===== config.mk =====
export PLATFORM = sky130hd
export DESIGN_NAME = ccpwm_unit
export DESIGN_NICKNAME = d
export VERILOG_FILES = /design/src/rtl/ccpwm_unit.v
export VERILOG_INCLUDE_DIRS = /design/src /design/src/rtl
export SDC_FILE = /design/constraint.sdc
export NUM_CORES = 1
export LEC_CHECK = 0
export ABC_AREA = 1
export BUFFER_PORTS_ARGS = -buffer_cell sky130_fd_sc_hd__buf_2
export CAP_MARGIN = 10
export CELL_PAD_IN_SITES_DETAIL_PLACEMENT = 0
export CELL_PAD_IN_SITES_GLOBAL_PLACEMENT = 1
export CORE_MARGIN = 10
export CORE_UTILIZATION = 39
export DETAILED_ROUTE_END_ITERATION = 8
export HOLD_SLACK_MARGIN = 0.05
export PLACE_DENSITY = 0.8
export SYNTH_ARGS = -nofsm -noshare
export SYNTH_HDL_FRONTEND = slang
export SYNTH_SLANG_ARGS = --single-unit

===== constraint.sdc =====
create_clock -name aclk -period 2.6 [get_ports aclk]
set_clock_uncertainty 0.05 [all_clocks]
set_input_delay 0.52 -clock aclk [delete_from_list [all_inputs] [get_ports aclk]]
set_output_delay 0.52 -clock aclk [all_outputs]
set_load 0.005 [all_outputs]

===== src/rtl/ccpwm_consts.vh =====
// Constants for the capture, compare and PWM unit
`ifndef CCPWM_CONSTS_VH
`define CCPWM_CONSTS_VH
// Register byte offsets
`define CCPWM_OFS_LOW      8'h00
`define CCPWM_OFS_HIGH     8'h04
`define CCPWM_OFS_CTRL     8'h08
`define CCPWM_OFS_TCFG     8'h0C
`define CCPWM_OFS_PERIOD   8'h10
`define CCPWM_OFS_STATUS   8'h14
`define CCPWM_OFS_TCOUNT   8'h18
`define CCPWM_OFS_DEAD     8'h1C
// Reset values
`define CCPWM_RST_CTRL     8'h00
`define CCPWM_RST_PERIOD   8'hFF
`define CCPWM_RST_TCFG     4'h0
// Module control field positions
`define CCPWM_CFG_HI       7
`define CCPWM_CFG_LO       6
`define CCPWM_DLB_HI       5
`define CCPWM_DLB_LO       4
`define CCPWM_MODE_HI      3
`define CCPWM_MODE_LO      0
// Timer config field positions
`define CCPWM_TSEL_BIT     0
`define CCPWM_PSC_HI       2
`define CCPWM_PSC_LO       1
`define CCPWM_TON_BIT      3
// Status field positions
`define CCPWM_FLAG_BIT     0
`define CCPWM_IEN_BIT      1
// Mode field codes
`define CCPWM_MODE_OFF     4'h0
`define CCPWM_MODE_TOGGLE  4'h2
`define CCPWM_MODE_CAP_FE  4'h4
`define CCPWM_MODE_CAP_RE  4'h5
`define CCPWM_MODE_CAP_R4  4'h6
`define CCPWM_MODE_CAP_R16 4'h7
`define CCPWM_MODE_SET     4'h8
`define CCPWM_MODE_CLR     4'h9
`define CCPWM_MODE_SWI     4'hA
`define CCPWM_MODE_SPEC    4'hB
// Output configuration codes
`define CCPWM_OC_SINGLE    2'h0
`define CCPWM_OC_FULL_FWD  2'h1
`define CCPWM_OC_HALF      2'h2
`define CCPWM_OC_FULL_REV  2'h3
// Clocks per period timer tick minus one, per period timer prescale
`define CCPWM_SUB_LIM1     6'h03
`define CCPWM_SUB_LIM4     6'h0F
`define CCPWM_SUB_LIM16    6'h3F
// AXI responses
`define CCPWM_RESP_OKAY    2'h0
`define CCPWM_RESP_SLVERR  2'h2
`endif


===== src/rtl/ccpwm_unit.v =====
// Capture, compare and enhanced PWM unit with an AXI4-Lite register slave
//
// The register offsets and the AXI4-Lite interface to the registers were left to the implementer.
`timescale 1ns/10ps
`include "ccpwm_consts.vh"

module ccpwm_unit #(
  parameter ADDR_W = 8
) (
  // Clock and reset
  input  wire              aclk,
  input  wire              aresetn,
  // AXI4-Lite write address
  input  wire [ADDR_W-1:0] s_axi_awaddr,
  input  wire              s_axi_awvalid,
  output wire              s_axi_awready,
  // AXI4-Lite write data
  input  wire [31:0]       s_axi_wdata,
  input  wire [3:0]        s_axi_wstrb,
  input  wire              s_axi_wvalid,
  output wire              s_axi_wready,
  // AXI4-Lite write response
  output reg  [1:0]        s_axi_bresp,
  output reg               s_axi_bvalid,
  input  wire              s_axi_bready,
  // AXI4-Lite read address
  input  wire [ADDR_W-1:0] s_axi_araddr,
  input  wire              s_axi_arvalid,
  output wire              s_axi_arready,
  // AXI4-Lite read data
  output reg  [31:0]       s_axi_rdata,
  output reg  [1:0]        s_axi_rresp,
  output reg               s_axi_rvalid,
  input  wire              s_axi_rready,
  // Timer bases and port state, same clock
  input  wire [15:0]       first_timer_count,
  input  wire [15:0]       third_timer_count,
  input  wire              port_direction_out,
  input  wire              port_data_out,
  // Module pin input, asynchronous
  input  wire              module_pin_in,
  // Timer and converter triggers, and the module flag
  output reg               first_timer_reset,
  output reg               third_timer_reset,
  output reg               converter_go,
  output wire              module_flag,
  // Output pins, enable low while driving
  output reg  [3:0]        pwm_pin_out,
  output reg  [3:0]        pwm_pin_oe_n
);

  ////////////////////////////////////////////////////////////////////////////
  // State
  reg  [7:0]  ccp_low_reg;
  reg  [7:0]  ccp_high_reg;
  reg  [7:0]  ctrl_reg;
  reg  [3:0]  tcfg_reg;
  reg  [7:0]  period_reg;
  reg         flag_reg;
  reg         ien_reg;
  reg  [7:0]  period_timer_count_reg;
  reg  [5:0]  sub_reg;
  reg  [6:0]  dead_set_reg;
  reg  [6:0]  dead_act_reg;
  reg  [1:0]  duty_lat_reg;
  reg  [3:0]  ocfg_buf_reg;
  reg         pwm_raw_reg;
  reg         cmp_latch_reg;
  reg         match_q_reg;
  reg  [3:0]  psc_cnt_reg;
  reg         pin_s1_reg;
  reg         pin_s2_reg;
  reg         src_q_reg;
  reg  [ADDR_W-1:0] aw_addr_reg;
  reg         aw_have_reg;
  reg  [31:0] w_data_reg;
  reg  [3:0]  w_strb_reg;
  reg         w_have_reg;

  wire [3:0]  mode = ctrl_reg[`CCPWM_MODE_HI:`CCPWM_MODE_LO];
  wire        is_pwm = (mode[3:2] == 2'b11);
  wire        is_cap = (mode[3:2] == 2'b01);
  wire        is_cmp = (mode == `CCPWM_MODE_TOGGLE) || (mode[3:2] == 2'b10);
  wire [15:0] sel_timer = tcfg_reg[`CCPWM_TSEL_BIT] ?
                          third_timer_count : first_timer_count;

  ////////////////////////////////////////////////////////////////////////////
  // Register bus handshake
  assign s_axi_awready = !aw_have_reg && !s_axi_bvalid;
  assign s_axi_wready  = !w_have_reg && !s_axi_bvalid;
  assign s_axi_arready = !s_axi_rvalid;

  wire        wr_go = aw_have_reg && w_have_reg && !s_axi_bvalid;
  wire        wr_hit = (aw_addr_reg[ADDR_W-1:5] == 0);
  wire [7:0]  wr_ofs = {3'b000, aw_addr_reg[4:2], 2'b00};
  wire        wr_b0 = wr_go && wr_hit && w_strb_reg[0];
  wire        wr_b1 = wr_go && wr_hit && w_strb_reg[1];
  wire [7:0]  wd0 = w_data_reg[7:0];
  wire        wr_low    = wr_b0 && (wr_ofs == `CCPWM_OFS_LOW);
  wire        wr_high   = wr_b0 && (wr_ofs == `CCPWM_OFS_HIGH);
  wire        wr_ctrl   = wr_b0 && (wr_ofs == `CCPWM_OFS_CTRL);
  wire        wr_tcfg   = wr_b0 && (wr_ofs == `CCPWM_OFS_TCFG);
  wire        wr_period = wr_b0 && (wr_ofs == `CCPWM_OFS_PERIOD);
  wire        wr_status = wr_b0 && (wr_ofs == `CCPWM_OFS_STATUS);
  wire        wr_dead   = wr_b0 && (wr_ofs == `CCPWM_OFS_DEAD);

  always @(posedge aclk) begin
    if (!aresetn) begin
      aw_addr_reg  <= {ADDR_W{1'b0}};
      aw_have_reg  <= 1'b0;
      w_data_reg   <= 32'h00000000;
      w_strb_reg   <= 4'h0;
      w_have_reg   <= 1'b0;
      s_axi_bvalid <= 1'b0;
      s_axi_bresp  <= `CCPWM_RESP_OKAY;
    end else begin
      if (s_axi_awvalid && s_axi_awready) begin
        aw_addr_reg <= s_axi_awaddr;
        aw_have_reg <= 1'b1;
      end
      if (s_axi_wvalid && s_axi_wready) begin
        w_data_reg <= s_axi_wdata;
        w_strb_reg <= s_axi_wstrb;
        w_have_reg <= 1'b1;
      end
      if (wr_go) begin
        aw_have_reg  <= 1'b0;
        w_have_reg   <= 1'b0;
        s_axi_bvalid <= 1'b1;
        s_axi_bresp  <= wr_hit ? `CCPWM_RESP_OKAY : `CCPWM_RESP_SLVERR;
      end else if (s_axi_bvalid && s_axi_bready) begin
        s_axi_bvalid <= 1'b0;
      end
    end
  end

  ////////////////////////////////////////////////////////////////////////////
  // Register read
  wire [7:0]  rd_ofs = {3'b000, s_axi_araddr[4:2], 2'b00};
  wire        rd_hit = (s_axi_araddr[ADDR_W-1:5] == 0);
  reg  [31:0] rdata_next;

  always @* begin
    rdata_next = 32'h00000000;
    case (rd_ofs)
      `CCPWM_OFS_LOW:    rdata_next[7:0] = ccp_low_reg;
      `CCPWM_OFS_HIGH:   rdata_next[7:0] = ccp_high_reg;
      `CCPWM_OFS_CTRL:   rdata_next[7:0] = ctrl_reg;
      `CCPWM_OFS_TCFG:   rdata_next[3:0] = tcfg_reg;
      `CCPWM_OFS_PERIOD: rdata_next[7:0] = period_reg;
      `CCPWM_OFS_STATUS: rdata_next[1:0] = {ien_reg, flag_reg};
      `CCPWM_OFS_TCOUNT: rdata_next[7:0] = period_timer_count_reg;
      `CCPWM_OFS_DEAD:   rdata_next[14:0] = {dead_act_reg, 1'b0,
                                             dead_set_reg};
      default:           rdata_next = 32'h00000000;
    endcase
    if (!rd_hit) begin
      rdata_next = 32'h00000000;
    end
  end

  always @(posedge aclk) begin
    if (!aresetn) begin
      s_axi_rvalid <= 1'b0;
      s_axi_rdata  <= 32'h00000000;
      s_axi_rresp  <= `CCPWM_RESP_OKAY;
    end else if (s_axi_arvalid && s_axi_arready) begin
      s_axi_rvalid <= 1'b1;
      s_axi_rdata  <= rdata_next;
      s_axi_rresp  <= rd_hit ? `CCPWM_RESP_OKAY : `CCPWM_RESP_SLVERR;
    end else if (s_axi_rvalid && s_axi_rready) begin
      s_axi_rvalid <= 1'b0;
    end
  end

  ////////////////////////////////////////////////////////////////////////////
  // Capture source and prescaler
  // A driven pin reflects the port data, so port writes reach the edge logic
  wire src = port_direction_out ? port_data_out : pin_s2_reg;
  wire rise = src && !src_q_reg;
  wire fall = !src && src_q_reg;
  reg  cap_evt;

  always @* begin
    case (mode)
      `CCPWM_MODE_CAP_FE:  cap_evt = fall;
      `CCPWM_MODE_CAP_RE:  cap_evt = rise;
      `CCPWM_MODE_CAP_R4:  cap_evt = rise && (psc_cnt_reg[1:0] == 2'h3);
      `CCPWM_MODE_CAP_R16: cap_evt = rise && (psc_cnt_reg == 4'hF);
      default:             cap_evt = 1'b0;
    endcase
  end

  always @(posedge aclk) begin
    if (!aresetn) begin
      pin_s1_reg  <= 1'b0;
      pin_s2_reg  <= 1'b0;
      src_q_reg   <= 1'b0;
      psc_cnt_reg <= 4'h0;
    end else begin
      pin_s1_reg <= module_pin_in;
      pin_s2_reg <= pin_s1_reg;
      src_q_reg  <= src;
      if (!is_cap) begin
        psc_cnt_reg <= 4'h0;
      end else if (rise) begin
        // Kept across capture mode changes, so a switch may fire early
        psc_cnt_reg <= psc_cnt_reg + 4'h1;
      end
    end
  end

  ////////////////////////////////////////////////////////////////////////////
  // Compare
  // The timer must advance on this clock for the match to be seen
  wire match = ({ccp_high_reg, ccp_low_reg} == sel_timer);
  wire cmp_evt = is_cmp && match && !match_q_reg;

  always @(posedge aclk) begin
    if (!aresetn) begin
      match_q_reg       <= 1'b0;
      cmp_latch_reg     <= 1'b0;
      first_timer_reset <= 1'b0;
      third_timer_reset <= 1'b0;
      converter_go      <= 1'b0;
    end else begin
      match_q_reg <= is_cmp && match;
      if (wr_ctrl && (wd0 == 8'h00)) begin
        cmp_latch_reg <= 1'b0;
      end else if (mode == `CCPWM_MODE_OFF) begin
        cmp_latch_reg <= 1'b0;
      end else if (cmp_evt) begin
        case (mode)
          `CCPWM_MODE_TOGGLE: cmp_latch_reg <= !cmp_latch_reg;
          `CCPWM_MODE_SET:    cmp_latch_reg <= 1'b1;
          `CCPWM_MODE_CLR:    cmp_latch_reg <= 1'b0;
          default:            cmp_latch_reg <= cmp_latch_reg;
        endcase
      end
      first_timer_reset <= cmp_evt && (mode == `CCPWM_MODE_SPEC) &&
                           !tcfg_reg[`CCPWM_TSEL_BIT];
      third_timer_reset <= cmp_evt && (mode == `CCPWM_MODE_SPEC) &&
                           tcfg_reg[`CCPWM_TSEL_BIT];
      converter_go <= cmp_evt && (mode == `CCPWM_MODE_SPEC);
    end
  end

  ////////////////////////////////////////////////////////////////////////////
  // Period timer with prescaler and two-bit phase extension
  wire [1:0] psc = tcfg_reg[`CCPWM_PSC_HI:`CCPWM_PSC_LO];
  wire [5:0] sub_lim = (psc == 2'b00) ? `CCPWM_SUB_LIM1 :
                       (psc == 2'b01) ? `CCPWM_SUB_LIM4 : `CCPWM_SUB_LIM16;
  wire [1:0] ext = (psc == 2'b00) ? sub_reg[1:0] :
                   (psc == 2'b01) ? sub_reg[3:2] : sub_reg[5:4];
  wire       tick = tcfg_reg[`CCPWM_TON_BIT] && (sub_reg >= sub_lim);
  wire       per_start = tick && (period_timer_count_reg == period_reg);
  wire [9:0] duty_new = {ccp_low_reg, ctrl_reg[`CCPWM_DLB_HI:`CCPWM_DLB_LO]};
  // Never true when duty exceeds the period, so the output stays set
  // Clear is decided one clock ahead so the registered output is exact
  wire       sub_last = (psc == 2'b00) ? 1'b1 :
                        (psc == 2'b01) ? (sub_reg[1:0] == 2'h3) :
                        (sub_reg[3:0] == 4'hF);
  wire [9:0] pos_next = {period_timer_count_reg, ext} + 10'h001;
  wire       duty_hit = sub_last && ({ccp_high_reg, duty_lat_reg} ==
                        pos_next);

  always @(posedge aclk) begin
    if (!aresetn) begin
      sub_reg  <= 6'h00;
      period_timer_count_reg <= 8'h00;
    end else begin
      // No postscaler exists in this path
      if (!tcfg_reg[`CCPWM_TON_BIT] || (sub_reg >= sub_lim)) begin
        sub_reg <= 6'h00;
      end else begin
        sub_reg <= sub_reg + 6'h01;
      end
      if (per_start) begin
        period_timer_count_reg <= 8'h00;
      end else if (tick) begin
        period_timer_count_reg <= period_timer_count_reg + 8'h01;
      end
    end
  end

  ////////////////////////////////////////////////////////////////////////////
  // PWM generation and buffering
  always @(posedge aclk) begin
    if (!aresetn) begin
      pwm_raw_reg  <= 1'b0;
      duty_lat_reg <= 2'h0;
      ocfg_buf_reg <= 4'h0;
      dead_act_reg <= 7'h00;
    end else begin
      if (!is_pwm) begin
        pwm_raw_reg <= 1'b0;
      end else if (per_start) begin
        pwm_raw_reg <= (duty_new != 10'h000);
      end else if (duty_hit) begin
        pwm_raw_reg <= 1'b0;
      end
      if (is_pwm && per_start) begin
        duty_lat_reg <= ctrl_reg[`CCPWM_DLB_HI:`CCPWM_DLB_LO];
        ocfg_buf_reg <= {ctrl_reg[`CCPWM_CFG_HI:`CCPWM_CFG_LO],
                         mode[1:0]};
      end
      if (is_pwm && (per_start || duty_hit)) begin
        dead_act_reg <= dead_set_reg;
      end
    end
  end

  ////////////////////////////////////////////////////////////////////////////
  // Pin steering
  wire [1:0] oc = ocfg_buf_reg[3:2];
  reg  [3:0] lvl;
  reg  [3:0] drv;

  always @* begin
    lvl = 4'h0;
    drv = 4'h0;
    if (is_pwm) begin
      case (oc)
        `CCPWM_OC_SINGLE: begin
          lvl = {3'b000, pwm_raw_reg};
          drv = 4'b0001;
        end
        `CCPWM_OC_HALF: begin
          lvl = {2'b00, !pwm_raw_reg, pwm_raw_reg};
          drv = 4'b0011;
        end
        `CCPWM_OC_FULL_FWD: begin
          lvl = {pwm_raw_reg, 3'b001};
          drv = 4'b1111;
        end
        default: begin
          lvl = {2'b01, pwm_raw_reg, 1'b0};
          drv = 4'b1111;
        end
      endcase
      // Pair a/c follows bit 1, pair b/d bit 0; set means active low
      lvl = lvl ^ {ocfg_buf_reg[0], ocfg_buf_reg[1],
                   ocfg_buf_reg[0], ocfg_buf_reg[1]};
    end else if (is_cmp && (mode != `CCPWM_MODE_SWI) &&
                 (mode != `CCPWM_MODE_SPEC)) begin
      lvl = {3'b000, cmp_latch_reg};
      drv = 4'b0001;
    end
  end

  always @(posedge aclk) begin
    if (!aresetn) begin
      pwm_pin_out  <= 4'h0;
      pwm_pin_oe_n <= 4'hF;
    end else begin
      pwm_pin_out  <= lvl & drv;
      pwm_pin_oe_n <= ~drv;
    end
  end

  ////////////////////////////////////////////////////////////////////////////
  // Software registers and flag
  wire flag_clr = wr_status && wd0[`CCPWM_FLAG_BIT];
  // Only true events set the flag; a set beats a clear in the same cycle
  wire flag_set = cap_evt || cmp_evt;
  assign module_flag = flag_reg;

  always @(posedge aclk) begin
    if (!aresetn) begin
      ccp_low_reg  <= 8'h00;
      ccp_high_reg <= 8'h00;
      ctrl_reg     <= `CCPWM_RST_CTRL;
      tcfg_reg     <= `CCPWM_RST_TCFG;
      period_reg   <= `CCPWM_RST_PERIOD;
      flag_reg     <= 1'b0;
      ien_reg      <= 1'b0;
      dead_set_reg <= 7'h00;
    end else begin
      if (wr_low) begin
        ccp_low_reg <= wd0;
      end
      if (wr_high && !is_pwm) begin
        ccp_high_reg <= wd0;
      end
      if (cap_evt) begin
        {ccp_high_reg, ccp_low_reg} <= sel_timer;
      end else if (is_pwm && per_start) begin
        ccp_high_reg <= ccp_low_reg;
      end
      if (wr_ctrl) begin
        ctrl_reg <= wd0;
      end
      if (wr_tcfg) begin
        tcfg_reg <= wd0[3:0];
      end
      if (wr_period) begin
        period_reg <= wd0;
      end
      if (wr_status) begin
        ien_reg <= wd0[`CCPWM_IEN_BIT];
      end
      if (wr_dead) begin
        dead_set_reg <= wd0[6:0];
      end
      if (flag_set) begin
        flag_reg <= 1'b1;
      end else if (flag_clr) begin
        flag_reg <= 1'b0;
      end
    end
  end

endmodule // ccpwm_unit


==> results of run 1 <==
==> logic make-up (layout without fill, tap and decap cells) <==
family | Yosys count | in the layout | synth area share [%]
and+or+nand+nor | 466 | 467 | 30.2
DFF | 128 | 128 | 37.8
adders and majority gates | 8 | 8 | 1.48
other | 1 | 19 | 0.0553
AOI/OAI and AO/OA | 185 | 185 | 15.8
buffers and inverters | 161 | 253 | 11.2
xor gates and xnor gates | 27 | 27 | 3.49
==> cell type report <==
cell class / instances / area share (%)
multi-input cells: 706 / 44.4
clock buffers: 22 / 5.65
repair buffers: 111 / 7.38
inverters: 110 / 5.17
clock inverters: 10 / 1.99
flip-flops and latches: 128 / 31.9
well taps: 225 / 3.50
==> cell usage in the layout, fill, tap and decap left out, drive strengths merged, types with 18 or more instances in the layout <==
master,instances
a21oi,65
buf,111
clkbuf,22
conb,19
dfxtp,128
inv,106
nand2,258
nand3,65
nor2,96
nor3,18
o21ai,66
==> layer usage <==
metal	up-vias	GRT usage, %	share of wire (%)
met5	-	0	0
met4	0	5.73	1.9
met3	24	4.97	5.5
met2	166	28.1	45
met1	2987	22.9	47
li1	3375	-	-
==> through the flow <==
stage / area, um2 / std cells
after floorplan: 6850 / 994
after global placement: 7380 / 1279
after detailed placement: 7380 / 1279
after CTS: 8000 / 1311
after global routing: 8040 / 1312
final: 8040 / 1312
==> power by group <==
part / total, mW / switching (mW) / internal [mW]
logic: 0.290 / 0.187 / 0.104
clock network: 2.52 / 0.892 / 1.63
registers: 2.05 / 0.0500 / 2.00
total: 4.86 / 1.13 / 3.73
==> what timing repair did <==
item                       CTS  global route
gates resized for setup      0             7
setup endpoints to repair    0             7
hold buffers                 0             0
==> how the worst max path moves through the flow <==
stage	end	start	cells after the start	slack, ps
after floorplan	dead_act_reg[3]$_SDFFE_PN0P_	tcfg_reg[1]$_SDFFE_PN0P_	17	450
after global placement	dead_act_reg[0]$_SDFFE_PN0P_	tcfg_reg[1]$_SDFFE_PN0P_	16	180
after detailed placement	dead_act_reg[0]$_SDFFE_PN0P_	tcfg_reg[1]$_SDFFE_PN0P_	16	150
after CTS	dead_act_reg[0]$_SDFFE_PN0P_	tcfg_reg[1]$_SDFFE_PN0P_	16	130
after global routing	dead_act_reg[2]$_SDFFE_PN0P_	tcfg_reg[2]$_SDFFE_PN0P_	16	3
final	period_timer_count_reg[7]$_SDFFE_PP0P_	tcfg_reg[1]$_SDFFE_PN0P_	11	220
==> worst reg2reg max path: stages, from the launching register on <==
cell     delay, ps
dfxtp_1        410
nor2_4          70
ha_1           280
nand2_1         70
inv_1           30
o21ai_1        110
nand3_1        120
nand2_2        180
inv_2           90
nand2_1        310
nand2_1        300
nor3_1         260
==> out/summary.txt, run 1 <==
status: finished clean
count leader, synth: nand2_1
Syn Inst Count: 976
max reg flops: 15
# port buffers: 96
grt ovf: 0
pre-CTS WS: 147 ps
Biggest register: s_axi_rdata
Clk Latency, worst-skew pair: 430 ps
Vias: 6552
Cell Pwr Density: 604 nW/um2
CP max FO: 8
register area: 2560 um2
RSZ-0062 raised after global routing: false
DP HPWL: 16.2 mm
Area contributors post-synth: dfxtp_1, nand2_1, inv_1
area delta synth->final: 18.6%
Die Area: 23100 um2
Tmin final: 2380 ps
EDFF count, synth: 0
Setup TNS: 0 ps
hold depth: 3
synth warn: 0
drt total wl: 20.8 mm
# diodes: 0
worst vdd ir: 0.538 mV
DRT iter0 DRCs: 420
Register-to-Register Path Depth: 11
core area: 17200 um2
Routed wire per std cell: 15.8 um
first-pass GRT wire length: 33.7 mm
critical path class: flop to flop
worst hold start: module_pin_in
FMAX: 421 MHz
Min-Delay Path Class: input port to flop
number of routed nets with antenna violations: 0
LEAKAGE: 3.52 nW
Mapped Avg Cell Area: 6.95 um2
initial antenna violation count: 0
DIE HEIGHT: 152 um
Worst Hold Path EP: pin_s1_reg$_SDFF_PN0_
die width: 152 um
total CTS buffers: 17
top cell type's share of synthesized area: 37.8%
Tightest Pin Transition: 942 ps
CP max-delay cell: dfxtp_1
Min Hold Slack: 231 ps
Fin. Hold Viols: 0
Final Max Tran Viols: 0
CTS tree: built
post-synthesis sequential area ratio: 37.8%
Ports: 147
R2R Path Start: tcfg_reg[1]$_SDFFE_PN0P_
CP required: 2890 ps
Clock transition at path regs: 60 ps
Initial Util: 39.5%
Main synth FF type: dfxtp_1
clk root buf: clkbuf_16
H-tree depth: 4
Setup WS post-layout: 222 ps
worst path cell trace: nor2_4 -> ha_1 -> nand2_1 -> inv_1 -> o21ai_1 -> nand3_1 -> nand2_2 -> inv_2 -> nand2_1 -> nand2_1 -> nor3_1
row cnt: 48
DRC Markers: 0
Sink Count: 128
pin count of the biggest net entering global routing: 43
worst relative slew slack: 36.7%
maxcap violations: 0
fin nets: 1176
Max Root-Sink Buffers: 2
Synth Register Bits: 128
Bufs and invs on worst path: 2
global placer's final weighted congestion: 0.966
Distinct cells, synth: 50
CP delay by family, top: simple AND/OR/NAND/NOR gates
Worst R2R Setup Slack: 220 ps
power consumption: 4.86 mW
Via density: 4.99
dominant cell type by area after synthesis: dfxtp_1
CP endpoint kind: flop
share of cells above drive strength 1: 17.4%
reg2reg end: period_timer_count_reg[7]$_SDFFE_PP0P_
multi-input logic area: 3570 um2
Fill cells: 1838
top post-synthesis cells by count: nand2_1, dfxtp_1, inv_1, nor2_1, nand3_1
Pre-antenna DRT Iters: 5
fin util: 46.8%
Slowest Stage Delay on Critical Path: 410 ps
Worst Setup Start Kind: flop
final setup vio count: 0
FFs w/ async S/R, synth: 0%
Syn Std Cell Area: 6780 um2
worst path arrival time: 2670 ps
CP dominant cell by count: nand2_1
GR Util All Layers: 17.8%
Post CTS Setup Buffer Count: 0
Final period util: 91.5%
vias in the first global route: 6393
Note: power is estimated with default switching activity, not from simulation.
==> run 2, diff against run 1 <==
CAP_MARGIN = 25   (was 10)
CTS_BUF_LIST = sky130_fd_sc_hd__clkbuf_16   (was default)
CTS_CLUSTER_DIAMETER = 40   (was default)
==> run 2 against run 1 <==
  * Sequential share of layout area is essentially flat
  * Worst hold slack lost 0.88 ps
  * Critical path type unchanged
  * Non-clock buffer count is the same
  * First-iteration DRC count grew 1.2%
==> out/summary.txt, run 2 (synthesized netlist as in run 1, its figures left out) <==
status: finished clean
DIE HEIGHT: 152 um
CP endpoint kind: flop
CP delay by family, top: simple AND/OR/NAND/NOR gates
core area: 17200 um2
first-pass GRT wire length: 33.7 mm
hold depth: 3
worst hold start: module_pin_in
Worst Setup Start Kind: flop
Non-Filler Instances: 1312
initial antenna violation count: 0
Clk Latency, worst-skew pair: 430 ps
Met1 Routed Length: 9.81 mm
vias in the first global route: 6394
Via density: 4.98
fin nets: 1176
pin count of the biggest net entering global routing: 43
commonest non-fill, non-tap cell in the layout: nand2_1
Sink Count: 128
Final Max Tran Viols: 0
Biggest register: s_axi_rdata
Routed wire per std cell: 15.9 um
drt total wl: 20.8 mm
Finished Cell Area: 8030 um2
CP max-delay cell: dfxtp_1
Ports: 147
clk root buf: clkbuf_16
share of cells above drive strength 1: 17.3%
grt ovf: 0
FMAX: 422 MHz
Min Hold Slack: 231 ps
maxcap violations: 0
reg2reg end: period_timer_count_reg[2]$_SDFFE_PP0P_
CP max FO: 8
Bufs and invs on worst path: 2
DP Area: 7380 um2
LEAKAGE: 3.53 nW
Register-to-Register Path Depth: 11
pre-CTS WS: 147 ps
worst vdd ir: 0.536 mV
CP required: 2890 ps
die width: 152 um
Slowest Stage Delay on Critical Path: 410 ps
Worst Hold Path EP: pin_s1_reg$_SDFF_PN0_
Vias: 6538
area delta synth->final: 18.4%
number of routed nets with antenna violations: 0
Clock transition at path regs: 60 ps
DP HPWL: 16.2 mm
post_cts resized: 0
DRT iter0 DRCs: 425
worst relative slew slack: 37.6%
Top Metal Used: met4
highest-count cells in the layout ignoring fill and taps: nand2_1, dfxtp_1, inv_1
Setup WS post-layout: 232 ps
CP dominant cell by count: nand2_1
Pre-antenna DRT Iters: 5
RSZ-0062 raised after global routing: false
Min-Delay Path Class: input port to flop
DP Cell Count: 1279
Fill cells: 1837
R2R Path Start: tcfg_reg[1]$_SDFFE_PN0P_
CTS tree: built
Post CTS Setup Buffer Count: 0
CTS Hold Bufs: 0
Tmin final: 2370 ps
final setup vio count: 0
total CTS buffers: 17
worst path cell trace: nor2_4 -> ha_1 -> nand2_1 -> inv_1 -> o21ai_1 -> nand3_1 -> nand2_2 -> inv_2 -> nand2_1 -> nand2_1 -> nor3b_1
row cnt: 48
GR Util All Layers: 17.8%
Final period util: 91.1%
# diodes: 0
Worst R2R Setup Slack: 230 ps
worst path arrival time: 2660 ps
# port buffers: 96
H-tree depth: 4
Setup TNS: 0 ps
Fin. Hold Viols: 0
routed wl met2: 9.42 mm
Max Root-Sink Buffers: 2
DRC Markers: 0
global placer's final weighted congestion: 0.966
Tightest Pin Transition: 929 ps
max reg flops: 15
Cell Pwr Density: 598 nW/um2
critical path class: flop to flop
Initial Util: 39.5%
Die Area: 23100 um2
met3 WL post-DR: 1.16 mm
==> run 2: worst min-delay path, cell delays in order <==
cell	delay, ps
buf_2	80
nand2_1	40
inv_1	40
==> run 2: power by group <==
group / internal, mW / leakage, nW / switching (mW)
combinational: 0.104 / 2.19 / 0.187
sequential: 2.00 / 1.04 / 0.0493
clock: 1.58 / 0.309 / 0.886
==> run 2: how the worst max path moves through the flow <==
stage	startpoint	endpoint	slack, ps	cells after the start
after global routing	tcfg_reg[2]$_SDFFE_PN0P_	dead_act_reg[2]$_SDFFE_PN0P_	1	16
after detailed placement	tcfg_reg[1]$_SDFFE_PN0P_	dead_act_reg[0]$_SDFFE_PN0P_	150	16
final	tcfg_reg[1]$_SDFFE_PN0P_	period_timer_count_reg[2]$_SDFFE_PP0P_	230	11
after global placement	tcfg_reg[1]$_SDFFE_PN0P_	dead_act_reg[0]$_SDFFE_PN0P_	180	16
after CTS	tcfg_reg[1]$_SDFFE_PN0P_	dead_act_reg[0]$_SDFFE_PN0P_	140	16
after floorplan	tcfg_reg[1]$_SDFFE_PN0P_	dead_act_reg[3]$_SDFFE_PN0P_	450	17
==> run 2: layer usage <==
layer	vias up	GRT usage, %
met2	177	28.1
met1	2966	22.9
met3	25	4.97
met4	0	5.73
li1	3370	-
met5	-	0
==> run 2: final cells by class <==
class | count | area, um2 | area share [%]
inverters | 110 | 415 | 5.17
flip-flops and latches | 128 | 2560 | 31.9
multi-input cells | 706 | 3570 | 44.5
repair buffers | 111 | 593 | 7.39
well taps | 225 | 282 | 3.51
clock buffers | 17 | 425 | 5.30
clock inverters | 15 | 179 | 2.23
==> run 2: through the flow <==
step	total power, mW	util, %
after floorplan	2.27	-
after global placement	2.38	43.0
after detailed placement	2.38	43.0
after CTS	4.84	46.5
after global routing	4.98	46.7
final	4.80	46.7
